**src/rtl/adc_host_map.vh**
```
`ifndef ADC_HOST_MAP_VH
`define ADC_HOST_MAP_VH
// Controller register offsets (word index on the command port)
`define REG_CTRL        4'h0
`define REG_OFFSET      4'h1
`define REG_STATUS      4'h2
`define REG_RESULT      4'h3
`define REG_GAP         4'h4
// Control register fields
`define CTRL_START_BIT  0
`define CTRL_SAT_BIT    1
`define CTRL_DEFER_BIT  2
`define CTRL_WRITE_BIT  3
// Reset values
`define CTRL_RESET      8'h02
`define OFFSET_RESET    10'h000
// Offset limits accepted from software
`define OFFSET_MAX      10'h147
`define OFFSET_MIN      10'h2B9
// Timing, in ns and derived clock counts at 25 MHz
`define CLK_PERIOD_NS   40
`define CONV_NS         300
`define CONV_CYCLES     ((`CONV_NS + `CLK_PERIOD_NS - 1) / `CLK_PERIOD_NS)
`define TRIG_NS         40
`define TRIG_CYCLES     ((`TRIG_NS + `CLK_PERIOD_NS - 1) / `CLK_PERIOD_NS)
`define GAP_RESET       8'h02
`define RESULT_W        13
`endif

```
**src/rtl/adc_host_ctrl.v**
```verilog
// How it works
// Saturate_select with zero offset acts plain 12-bit
// Range flag marks input outside span
// Device offset is zero after reset
// Device adds signed offset to result
// Clipping limits output to FFF..000
// Unclipped mode emits out-of-range codes
// Flag plus side bit give range side
// Host writes offsets within -327..+327 only
// Offset word: ten low bits, top zero
// Mode pins 01 immediate, 10 deferred only
// Immediate mode loads at conversion end
// Deferred mode loads at next trigger
// Host never reads during a conversion
// Device drives lines only when selected
// Host may keep chip select low
// Host leaves idle gap before start
// Trigger fall starts roughly 300 ns conversion
// Busy low during conversion, rise ready
// Offset field is ten-bit twos complement
// Offset kept; rewrite only between conversions
// Device sums in wide signed arithmetic
//
// Added by the designer: the register addresses and the address-and-strobe port.
`timescale 1ns/1ps
`include "adc_host_map.vh"
module adc_host_ctrl (
  input  wire        core_clk_in,
  input  wire        nrst_in,
  input  wire        clk_en_in,
  input  wire [3:0]  addr_in,
  input  wire [15:0] wdata_in,
  input  wire        wr_in,
  input  wire        rd_in,
  output reg  [15:0] rdata_out,
  input  wire        conversion_active_n_in,
  input  wire [12:0] result_lines_in,
  output reg  [12:0] result_lines_out,
  output reg         result_lines_oe_out,
  output reg         sample_trigger_n_out,
  output reg         chip_select_n_out,
  output reg         read_strobe_n_out,
  output reg         write_strobe_n_out,
  output reg         saturate_select_out,
  output reg         iface_sel_a_out,
  output reg         iface_sel_b_out,
  output reg         busy_out
);
  // One-hot sequencer states
  localparam [6:0] S_IDLE  = 7'h01;
  localparam [6:0] S_TRIG  = 7'h02;
  localparam [6:0] S_CONV  = 7'h04;
  localparam [6:0] S_READ  = 7'h08;
  localparam [6:0] S_GAP   = 7'h10;
  localparam [6:0] S_WRITE = 7'h20;
  localparam [6:0] S_WEND  = 7'h40;

  reg  [6:0]  state_q;          // Sequencer state
  reg  [7:0]  cnt_q;            // Phase counter
  reg  [9:0]  offset_q;         // Offset shadow sent to device
  reg  [7:0]  gap_q;            // Idle gap in cycles
  reg         defer_q;          // Deferred update selected
  reg  [12:0] result_q;         // Last captured result
  reg         valid_q;          // Result captured since last read
  reg         reject_q;         // Out-of-span offset was refused
  reg         start_pend_q;     // Conversion request waiting
  reg         wr_pend_q;        // Offset write waiting
  reg         busy_seen_q;      // Device pulled busy low

  // Signed range check on a ten-bit offset
  function in_span;
    input [9:0] v;
    begin
      in_span = v[9] ? (v >= `OFFSET_MIN) : (v <= `OFFSET_MAX);
    end
  endfunction

  // Register writes and offset reject status
  always @(posedge core_clk_in or negedge nrst_in) begin
    if (!nrst_in) begin
      offset_q     <= `OFFSET_RESET;
      gap_q        <= `GAP_RESET;
      defer_q      <= 1'b0;
      reject_q     <= 1'b0;
      saturate_select_out <= 1'b1;
      iface_sel_a_out     <= 1'b1;
      iface_sel_b_out     <= 1'b0;
    end else if (clk_en_in) begin
      if (wr_in && addr_in == `REG_CTRL) begin
        saturate_select_out <= wdata_in[`CTRL_SAT_BIT];
        defer_q <= wdata_in[`CTRL_DEFER_BIT];
        // only legal pin pairs
        iface_sel_a_out <= ~wdata_in[`CTRL_DEFER_BIT];
        iface_sel_b_out <= wdata_in[`CTRL_DEFER_BIT];
      end
      if (wr_in && addr_in == `REG_OFFSET) begin
        // refuse out-of-span offsets
        if (in_span(wdata_in[9:0])) begin
          offset_q <= wdata_in[9:0];
          reject_q <= 1'b0;
        end else begin
          reject_q <= 1'b1;
        end
      end
      if (wr_in && addr_in == `REG_GAP)
        gap_q <= wdata_in[7:0];
    end
  end

  // Sequencer: trigger, wait busy, read, gap, offset write
  always @(posedge core_clk_in or negedge nrst_in) begin
    if (!nrst_in) begin
      state_q              <= S_IDLE;
      cnt_q                <= 8'h00;
      result_q             <= 13'h0000;
      valid_q              <= 1'b0;
      start_pend_q         <= 1'b0;
      wr_pend_q            <= 1'b0;
      busy_seen_q          <= 1'b0;
      sample_trigger_n_out <= 1'b1;
      chip_select_n_out    <= 1'b1;
      read_strobe_n_out    <= 1'b1;
      write_strobe_n_out   <= 1'b1;
      result_lines_out     <= 13'h0000;
      result_lines_oe_out  <= 1'b0;
      busy_out             <= 1'b0;
    end else if (clk_en_in) begin
      // Requests latch; a new request beats a same-cycle consume
      if (wr_in && addr_in == `REG_CTRL && wdata_in[`CTRL_START_BIT])
        start_pend_q <= 1'b1;
      else if (state_q == S_IDLE && start_pend_q && !wr_pend_q)
        start_pend_q <= 1'b0;
      if (wr_in && addr_in == `REG_CTRL && wdata_in[`CTRL_WRITE_BIT])
        wr_pend_q <= 1'b1;
      else if (state_q == S_IDLE && wr_pend_q)
        wr_pend_q <= 1'b0;
      if (rd_in && addr_in == `REG_RESULT)
        valid_q <= 1'b0;
      case (state_q)
        S_IDLE: begin
          busy_out <= start_pend_q | wr_pend_q;
          cnt_q    <= 8'h00;
          // offset write only between conversions
          if (wr_pend_q) begin
            state_q <= S_WRITE;
            chip_select_n_out   <= 1'b0;
            result_lines_out    <= {3'b000, offset_q};
            result_lines_oe_out <= 1'b1;
          end else if (start_pend_q) begin
            // falling trigger starts conversion
            state_q <= S_TRIG;
            sample_trigger_n_out <= 1'b0;
            busy_seen_q <= 1'b0;
          end
        end
        S_TRIG: begin
          if (!conversion_active_n_in)
            busy_seen_q <= 1'b1;
          cnt_q <= cnt_q + 8'h01;
          if (cnt_q + 8'h01 >= `TRIG_CYCLES) begin
            sample_trigger_n_out <= 1'b1;
            state_q <= S_CONV;
            cnt_q   <= 8'h00;
          end
        end
        S_CONV: begin
          // no read until busy rises
          cnt_q <= cnt_q + 8'h01;
          if (!conversion_active_n_in)
            busy_seen_q <= 1'b1;
          if ((busy_seen_q || cnt_q >= `CONV_CYCLES) && conversion_active_n_in) begin
            // select and strobe together
            chip_select_n_out <= 1'b0;
            read_strobe_n_out <= 1'b0;
            state_q <= S_READ;
          end
        end
        S_READ: begin
          // sample lines one cycle after strobe
          result_q <= result_lines_in;
          valid_q  <= 1'b1;
          chip_select_n_out <= 1'b1;
          read_strobe_n_out <= 1'b1;
          state_q <= S_GAP;
          cnt_q   <= 8'h00;
        end
        S_GAP: begin
          // quiet bus before next start
          cnt_q <= cnt_q + 8'h01;
          if (cnt_q >= gap_q)
            state_q <= S_IDLE;
        end
        S_WRITE: begin
          // top three bits driven zero
          write_strobe_n_out <= 1'b0;
          state_q <= S_WEND;
        end
        S_WEND: begin
          write_strobe_n_out  <= 1'b1;
          chip_select_n_out   <= 1'b1;
          result_lines_oe_out <= 1'b0;
          state_q <= S_GAP;
          cnt_q   <= 8'h00;
        end
        default: state_q <= S_IDLE;
      endcase
    end
  end

  // Read port, data valid the cycle after the strobe
  always @(posedge core_clk_in or negedge nrst_in) begin
    if (!nrst_in) begin
      rdata_out <= 16'h0000;
    end else if (clk_en_in) begin
      if (rd_in) begin
        case (addr_in)
          `REG_CTRL:   rdata_out <= {12'h000, 1'b0, defer_q, saturate_select_out, 1'b0};
          `REG_OFFSET: rdata_out <= {6'h00, offset_q};
          `REG_STATUS: rdata_out <= {12'h000, reject_q, valid_q,
                                     ~conversion_active_n_in, busy_out};
          `REG_RESULT: rdata_out <= {3'b000, result_q};
          `REG_GAP:    rdata_out <= {8'h00, gap_q};
          default:     rdata_out <= 16'h0000;
        endcase
      end else begin
        rdata_out <= 16'h0000;
      end
    end
  end
endmodule // adc_host_ctrl

```
**config.mk**
```make
export PLATFORM = sky130hd
export DESIGN_NAME = adc_host_ctrl
export DESIGN_NICKNAME = d
export VERILOG_FILES = /design/src/rtl/adc_host_ctrl.v
export VERILOG_INCLUDE_DIRS = /design/src /design/src/rtl
export SDC_FILE = /design/constraint.sdc
export NUM_CORES = 1
export LEC_CHECK = 0
export BUFFER_PORTS_ARGS = -buffer_cell sky130_fd_sc_hd__buf_4
export CORE_ASPECT_RATIO = 1.4
export CORE_UTILIZATION = 55
export DETAILED_ROUTE_END_ITERATION = 7
export PLACE_DENSITY_LB_ADDON = 0.08
export SKIP_LAST_GASP = 1
export SLEW_MARGIN = 20
export SYNTH_ARGS = -nofsm -noshare
export SYNTH_HDL_FRONTEND = slang
export SYNTH_SLANG_ARGS = --single-unit
```
**constraint.sdc**
```tcl
create_clock -name core_clk_in -period 2.95 [get_ports core_clk_in]
set_input_delay 0.1475 -clock core_clk_in [delete_from_list [all_inputs] [get_ports core_clk_in]]
set_output_delay 0.1475 -clock core_clk_in [all_outputs]
set_load 0.005 [all_outputs]
```
==> results.md, run 1 <==
- For the worst-skew pair, the clock arrives at the later sink with an insertion delay of 0.36 ns.
- The maximum clock rate is 388.5 MHz.
- The overall fraction of global-route tracks in use is 26.84%.
- Setup repair after global routing left no endpoint under its margin.
- The total chip power is 3.725 mW.
- The quantity of I/O buffers inserted on ports is 64.
- The initial antenna violation count is 0.
- The worst setup path is launched from a flop.
- Timing analysis after detailed placement gives a worst setup slack of 0.4206 ns.
- Routability-driven placement finished with a final weighted congestion of 0.8782.
- The hold violation count in the final report is 0.
- The total leakage power is 2.426 nW.
- The number of primary I/O pins is 77.
- The routed wire length is 9.938 mm.
- The number of enable flip-flop cells after synthesis is 0.
- The die outline area is 0.008002 mm².
- The number of antenna diodes is 0.
- The type of the worst setup path is flop to flop.
- The final critical path takes up 87.26% of the cycle.
- The instance count after placement with tap cells included is 546.
- The final-stage net count is 511.
- Cells fill 68.52% of the core in the end.
- The number of slew-limit violations in the final report is 0.
- The final design instance area without fill is 0.005044 mm².
- The post-place instance area is 0.004792 mm².
- Counting every instance in the synthesized netlist gives 391.
- In this run the cell area of the synthesized design comes to 0.004204 mm².
- The die width is 75.89 µm.
- After synthesis, the share of flip-flops with an asynchronous set or reset is 100.0%.
- In this run the worst hold path is classified as input port to flop.
- The vias per cell is 5.826.
- The element type at the critical path end is a flop.
- The area overhead of the layout relative to synthesis is 19.97%.
- The total number of placement rows is 37.
- The shortest period the worst path allows is 2.574 ns.
- The finished layout holds 564 standard cells, fillers aside.
- After synthesis, the netlist uses 68 different library cells.
- The initial utilization of the core area, before any placement, comes to 57.11%.
- Clock skew on the completed layout was measured at 0.007082 ns.
- The maximum fanout count along the critical path is 8.
- The total of flip-flops plus latches after synthesis is 83.
- Dividing the detail-routed wire length by the instance count gives 17.62 µm.
- The post-route worst hold slack is 0.006334 ns.
- The fill cell total of the finished layout is 589.
- For this run, design rule violations remaining after detail routing come to 0.
- The number of global-route vias before repair is 3164.
- Setup violations remaining at the end of the flow were counted as 0.
- Power spread over the standard cell area amounts to 738.6 mW/mm².
- The first routing iteration left 203 violations.
- The number of max-cap violations is 0.
- The total area inside the core boundary comes to 0.007361 mm².
- The signal arrival time at the worst endpoint is 2.82 ns.
- TritonCTS built the clock tree.
- Entering global routing, the biggest net connects 84 pins.
- For this run, the number of Yosys warnings is 0.
- The maximum VDD drop is 621.5 µV.
- In the layout the commonest cells are dfrtp_1 (75), buf_4 (75), nand2_1 (36).
- For this run the aggregate overflow at the end of global routing stands at 0.
- The sequential area share after synthesis is 49.64%.
- The clock transition time at the flip-flop clock pins of the worst setup and hold paths is 0.08 ns.
- The final total negative setup slack is 0 ns.
- The worst path meets setup with 0.3757 ns of slack.
- At the worst endpoint, the required time is 3.20 ns.
- The first TritonRoute pass finished after 7 iterations.
- The flow ran to the end, and the final reports show no timing, DRC or antenna violations.
- Detailed routing inserted a total of 3286 vias.
- Post-CTS timing repair inserted 0 buffers for setup.
- The count of nets left with antenna violations after detail routing is 0.
- The relative max-transition margin is 43.85%.
- The most common flop cell mapped by yosys is dfrtp_1.
- The synthesized area per cell is 10.75 µm².
- The number of sinks on the clock net is 83.
- Detailed placement ended at an HPWL of 7.160 mm.
- The maximum number of buffers from clock root to sink is 2.
- The actual slew at the worst max-slew pin is 0.8386 ns.
- The global-route wire length before repair is 15.88 mm.
- Clock tree synthesis selected as its root buffer the cell clkbuf_8.
- The share of post-route cells with drive strength above 1 is 31.26%.
- The number of H-tree levels is 3.
- In this run the vertical extent of the chip is 105.4 µm.
- TritonCTS created 9 clock buffers.
logic make-up (layout without fill, tap and decap cells):
kind of cell | Yosys count | count (layout) | share of synthesized area (%)
AND/OR/NAND/NOR | 102 | 102 | 13.30
AO/OA/AOI/OAI | 95 | 95 | 16.10
flip-flops | 83 | 83 | 49.64
buffers and inverters | 55 | 126 | 5.923
multiplexers | 38 | 38 | 10.51
adder cells (fa/ha/maj) | 10 | 10 | 2.976
XOR/XNOR | 7 | 7 | 1.458
other | 1 | 6 | 0.08920
worst paths after layout:
kind | slack [ns] | cells past startpoint | end | start
setup / recovery | 0.38 | 7 | state_q[4]$_DFFE_PN0P_ | cnt_q[1]$_DFFE_PN0P_
hold / removal | 0.006 | 3 | saturate_select_out$_DFFE_PN1P_ | wdata_in[1]
setup reg to reg | 0.38 | 7 | state_q[4]$_DFFE_PN0P_ | cnt_q[1]$_DFFE_PN0P_
hold reg to reg | 0.48 | 2 | saturate_select_out$_DFFE_PN1P_ | saturate_select_out$_DFFE_PN1P_
max in group asynchronous | 2.06 | 2 | gap_q[5]$_DFFE_PN0P_ | nrst_in
min in group asynchronous | 0.39 | 2 | rdata_out[12]$_DFFE_PN0P_ | nrst_in
report_power, final:
group	internal, mW	switching [mW]
clock	0.522	0.403
combinational	0.582	0.592
sequential	1.43	0.198
total	2.53	1.19
area by class of cell:
type	count	area, µm²	area share, %
flip-flops and latches	83	2087	41.38
multi-input cells	258	1893	37.53
repair buffers	78	594.3	11.78
clock buffers	12	155.1	3.076
well taps	97	121.4	2.406
inverters	32	120.1	2.382
clock inverters	4	72.57	1.439
per-layer routing:
layer	track usage [%]	up-vias	wire length (µm)
met5	0	-	0
met4	11.64	0	252
met2	44.82	87	5252
met3	4.685	20	456
li1	-	1552	-
met1	33.10	1627	3977
registers in the layout (all words and copies together) (netlist names), 7 cells and up:
signal,flops
state_q,7
result_q,13
rdata_out,13
offset_q,10
gap_q,8
result_lines_out,10
cnt_q,8
cells in the mapped netlist, types with 4 or more instances:
cell | instances | share of area [%]
buf_4 | 6 | 1.1
nand4_1 | 4 | 0.60
clkbuf_1 | 8 | 0.71
dfrtp_1 | 75 | 45
and3_1 | 6 | 0.89
buf_2 | 4 | 0.48
a21oi_1 | 11 | 1.3
ha_1 | 10 | 3.0
a221oi_1 | 4 | 0.83
xor2_1 | 5 | 1.0
a222oi_1 | 6 | 1.4
mux2_2 | 31 | 8.3
a22o_1 | 6 | 1.2
nand2_1 | 36 | 3.2
nor2_1 | 14 | 1.2
nor3_1 | 5 | 0.60
o22ai_1 | 13 | 1.9
nand3_1 | 7 | 0.83
dfstp_2 | 8 | 5.0
o21ai_0 | 24 | 2.9
mux2_4 | 4 | 1.4
inv_1 | 32 | 2.9
repair_timing:
item,in CTS,in global routing
gates resized for setup,0,0
hold endpoints to repair,1,75
hold buffers,1,1
critical path, cell delays in order (launching register included):
cell      delay (ns)
dfrtp_1         0.46
ha_1            0.31
and3_1          0.25
and3_1          0.23
a311oi_2        0.14
and3_2          0.26
nor3_4          0.47
mux2_4          0.34
(Power assumes the default switching activity.)
==> inputs of run 2 (changes only) <==
- PLACE_DENSITY: unset -> 0.79
- PLACE_DENSITY_LB_ADDON: 0.08 -> unset
- SLEW_MARGIN: 20 -> unset
==> run 2 against run 1 <==
The flow now finishes with violations (negative hold slack). Clock power decreased by 2.5%. Routed wire length increased by 0.82%. Non-clock buffer count decreased by 5. Final cell count decreased by 0.89%. Register-to-register slack got worse by 0.04 ns. Sequential cell count unchanged. Global-route usage increased by 0.59 points. Sequential power about the same. First-iteration DRC count increased by 46%. Final area decreased by 0.99%. Sequential share of layout area increased by 0.41 points.
==> results.md, run 2 (synthesized netlist as in run 1, its figures left out) <==
- The sequential standard cell area is 0.002087 mm² (unchanged).
- Commonest cells after routing, fill and taps aside: dfrtp_1 (75), buf_4 (71), nand2_1 (36) (was dfrtp_1 (75), buf_4 (75), nand2_1 (36)).
- The startpoint class of the critical path is a flop (unchanged).
- The initial antenna violation count is 0 (unchanged).
- The detailed router's first-iteration violation count was 297 (was 203).
- The post-place instance area is 0.004755 mm² (was 0.004792 mm²).
- The global-route wire length before repair was 16.24 mm (was 15.88 mm).
- The core region area is 0.007361 mm² (unchanged).
- The delay contributed by the slowest stage of the critical path was 0.49 ns (was 0.47 ns).
- The non-filler instance count after layout is 559 (was 564).
- The total leakage power came to 2.397 nW (was 2.426 nW).
- The final design instance area without fill is 0.004994 mm² (was 0.005044 mm²).
- The maximum number of buffers from clock root to sink was 2 (unchanged).
- The data required time at the worst endpoint came to 3.19 ns (was 3.20 ns).
- The die height came to 105.4 µm (unchanged).
- The die outline area came to 0.008002 mm² (unchanged).
- The number of primary I/O pins is 77 (unchanged).
- The via total after detailed routing was 3355 (was 3286).
- The total global routing overflow is 0 (unchanged).
- Registers with the most flip-flops: rdata_out x13, result_q x13 (unchanged).
- The final standard cell utilization of the core is 67.84% (was 68.52%).
- The maximum fanout count along the critical path is 9 (was 8).
- The vias per cell came to 6.002 (was 5.826).
- The number of resized instances in the post-cts repair step is 0 (unchanged).
- The routed wire length is 10.02 mm (was 9.938 mm).
- The number of antenna diodes was 0 (unchanged).
- The residual DRC count came to 0 (unchanged).
- The final setup violation count is 0 (unchanged).
- Worst-path cell chain: ha_1 -> and3_1 -> and3_1 -> a311oi_2 -> and3_2 -> nor3_4 -> mux2_4 (unchanged).
- The total number of placement rows was 37 (unchanged).
- The overall fraction of global-route tracks in use is 27.42% (was 26.84%).
- The maximum clock rate is 382.8 MHz (was 388.5 MHz).
- The die width was 75.89 µm (unchanged).
- The final total negative setup slack is 0 ns (unchanged).
- The kind of path behind the tightest hold check is input port to async pin (was input port to flop).
- The largest net degree at the start of global routing is 84 (unchanged).
- The last weighted congestion value of the routability-driven placer is 0.9488 (was 0.8782).
- The post-route worst hold slack is -0.04116 ns (was 0.006334 ns).
- The fill cell total of the finished layout came to 571 (was 589).
- The number of global-route vias before repair is 3355 (was 3164).
- The signal arrival time at the worst endpoint was 2.85 ns (was 2.82 ns).
- The average detailed-routed wire length per instance is 17.92 µm (was 17.62 µm).
- The maximum VDD drop is 405.7 µV (was 621.5 µV).
- The TritonCTS clock tree is done (unchanged).
- The detailed-routing iteration count for the pre-antenna-repair pass is 6 (was 7).
- The number of slew-limit violations in the final report is 0 (unchanged).
- The final-stage net count is 506 (was 511).
- The power per standard cell area is 737.6 mW/mm² (was 738.6 mW/mm²).
- The number of CTS-inserted buffers was 9 (unchanged).
- The shortest period the worst path allows is 2.612 ns (was 2.574 ns).
- The clock network latency to the later pin of the worst-skew pair is 0.36 ns (about the same).
- The instance count after placement with tap cells included is 541 (was 546).
- The library cell used as clock root buffer is clkbuf_8 (unchanged).
- The count of nets left with antenna violations after detail routing is 0 (unchanged).
- The area overhead of the layout relative to synthesis is 18.78% (was 19.97%).
- The element type at the critical path end is a flop (unchanged).
- The cell type with the highest occurrence count on the critical path is and3_1 (unchanged).
- The number of sinks on the clock net was 83 (unchanged).
- The library cell used most frequently in the layout, excluding fill and tap cells, is dfrtp_1.
- The type of the worst setup path is flop to flop (unchanged).
- The final cycle utilization of the critical path came to 88.55% (was 87.26%).
- The half-perimeter wire length after placement is 7.163 mm (was 7.160 mm).
- Result of the run: finished, violations left (was complete, no violations).
- The actual slew at the worst max-slew pin is 1.022 ns (was 0.8386 ns).
- The checks that failed: negative hold slack.
- The critical-path cell with the highest stage delay was nor3_4 (unchanged).
- The share of post-route cells with drive strength above 1 is 30.30% (was 31.26%).
- The number of max-cap violations is 0 (unchanged).
- The relative max-transition margin is 31.87% (was 43.85%).
- The final clock skew is 0.01185 ns (was 0.007082 ns).
- RSZ-0062 raised after global routing: false (unchanged).
- The area used by multi-input combinational logic was 0.001893 mm² (unchanged).
- The clock transition time at the flip-flop clock pins of the worst setup and hold paths is 0.09 ns (was 0.08 ns).
- The number of H-tree levels is 3 (unchanged).
- The hold violation count in the final report is 46 (was 0).
- The starting density of the core came to 57.11% (unchanged).
- The quantity of I/O buffers inserted on ports was 64 (unchanged).
==> run 2: stage by stage <==
stage,setup WS (ns),power [mW]
4_1_cts,0.3615,3.692
2_1_floorplan,0.6807,2.366
5_1_grt,0.2338,3.892
3_5_place_dp,0.3883,2.790
3_3_place_gp,0.4675,2.748
6_report,0.3379,3.683
==> run 2: cell type report <==
class | instances | area share, %
clock buffers | 12 | 2.907
clock inverters | 4 | 1.478
inverters | 32 | 2.405
multi-input cells | 258 | 37.91
flip-flops and latches | 83 | 41.79
well taps | 97 | 2.430
repair buffers | 73 | 11.07
==> run 2: repair_timing <==
item	CTS	global route
hold endpoints to repair	2	0
setup buffers	0	0
hold buffers	2	0
==> run 2: path summary, 6_finish.rpt <==
kind                       cells past startpoint                            end  slack, ns                           from
min reg2reg                                    2  read_strobe_n_out$_DFFE_PN1P_       0.48  read_strobe_n_out$_DFFE_PN1P_
max in group asynchronous                      1       start_pend_q$_DFFE_PN0P_       2.33                        nrst_in
max                                            7         state_q[6]$_DFFE_PN0P_       0.34           cnt_q[1]$_DFFE_PN0P_
max reg2reg                                    7         state_q[6]$_DFFE_PN0P_       0.34           cnt_q[1]$_DFFE_PN0P_
min in group core_clk_in                       2        result_q[1]$_DFFE_PN0P_       0.02             result_lines_in[1]
min                                            1      rdata_out[12]$_DFFE_PN0P_      -0.04                        nrst_in
==> run 2: layer usage <==
layer	up-vias	part of all wire [%]	global-route usage, %
met1	1668	40	33.80
met3	15	5.4	5.449
met4	0	1.6	10.85
met2	125	53	45.89
met5	-	0	0
li1	1547	-	-
==> run 2: power breakdown <==
part / switching, mW / internal, mW
logic: 0.551 / 0.571
registers: 0.231 / 1.43
clock network: 0.402 / 0.501
total: 1.18 / 2.50
==> run 2: critical path: cells and delay by family, from the launching register on <==
family | cells | cell delay, ns
AO/OA/AOI/OAI | 1 | 0.14
adder cells (fa/ha/maj) | 1 | 0.31
flip-flops | 1 | 0.47
multiplexers | 1 | 0.34
AND/OR/NAND/NOR | 4 | 1.23
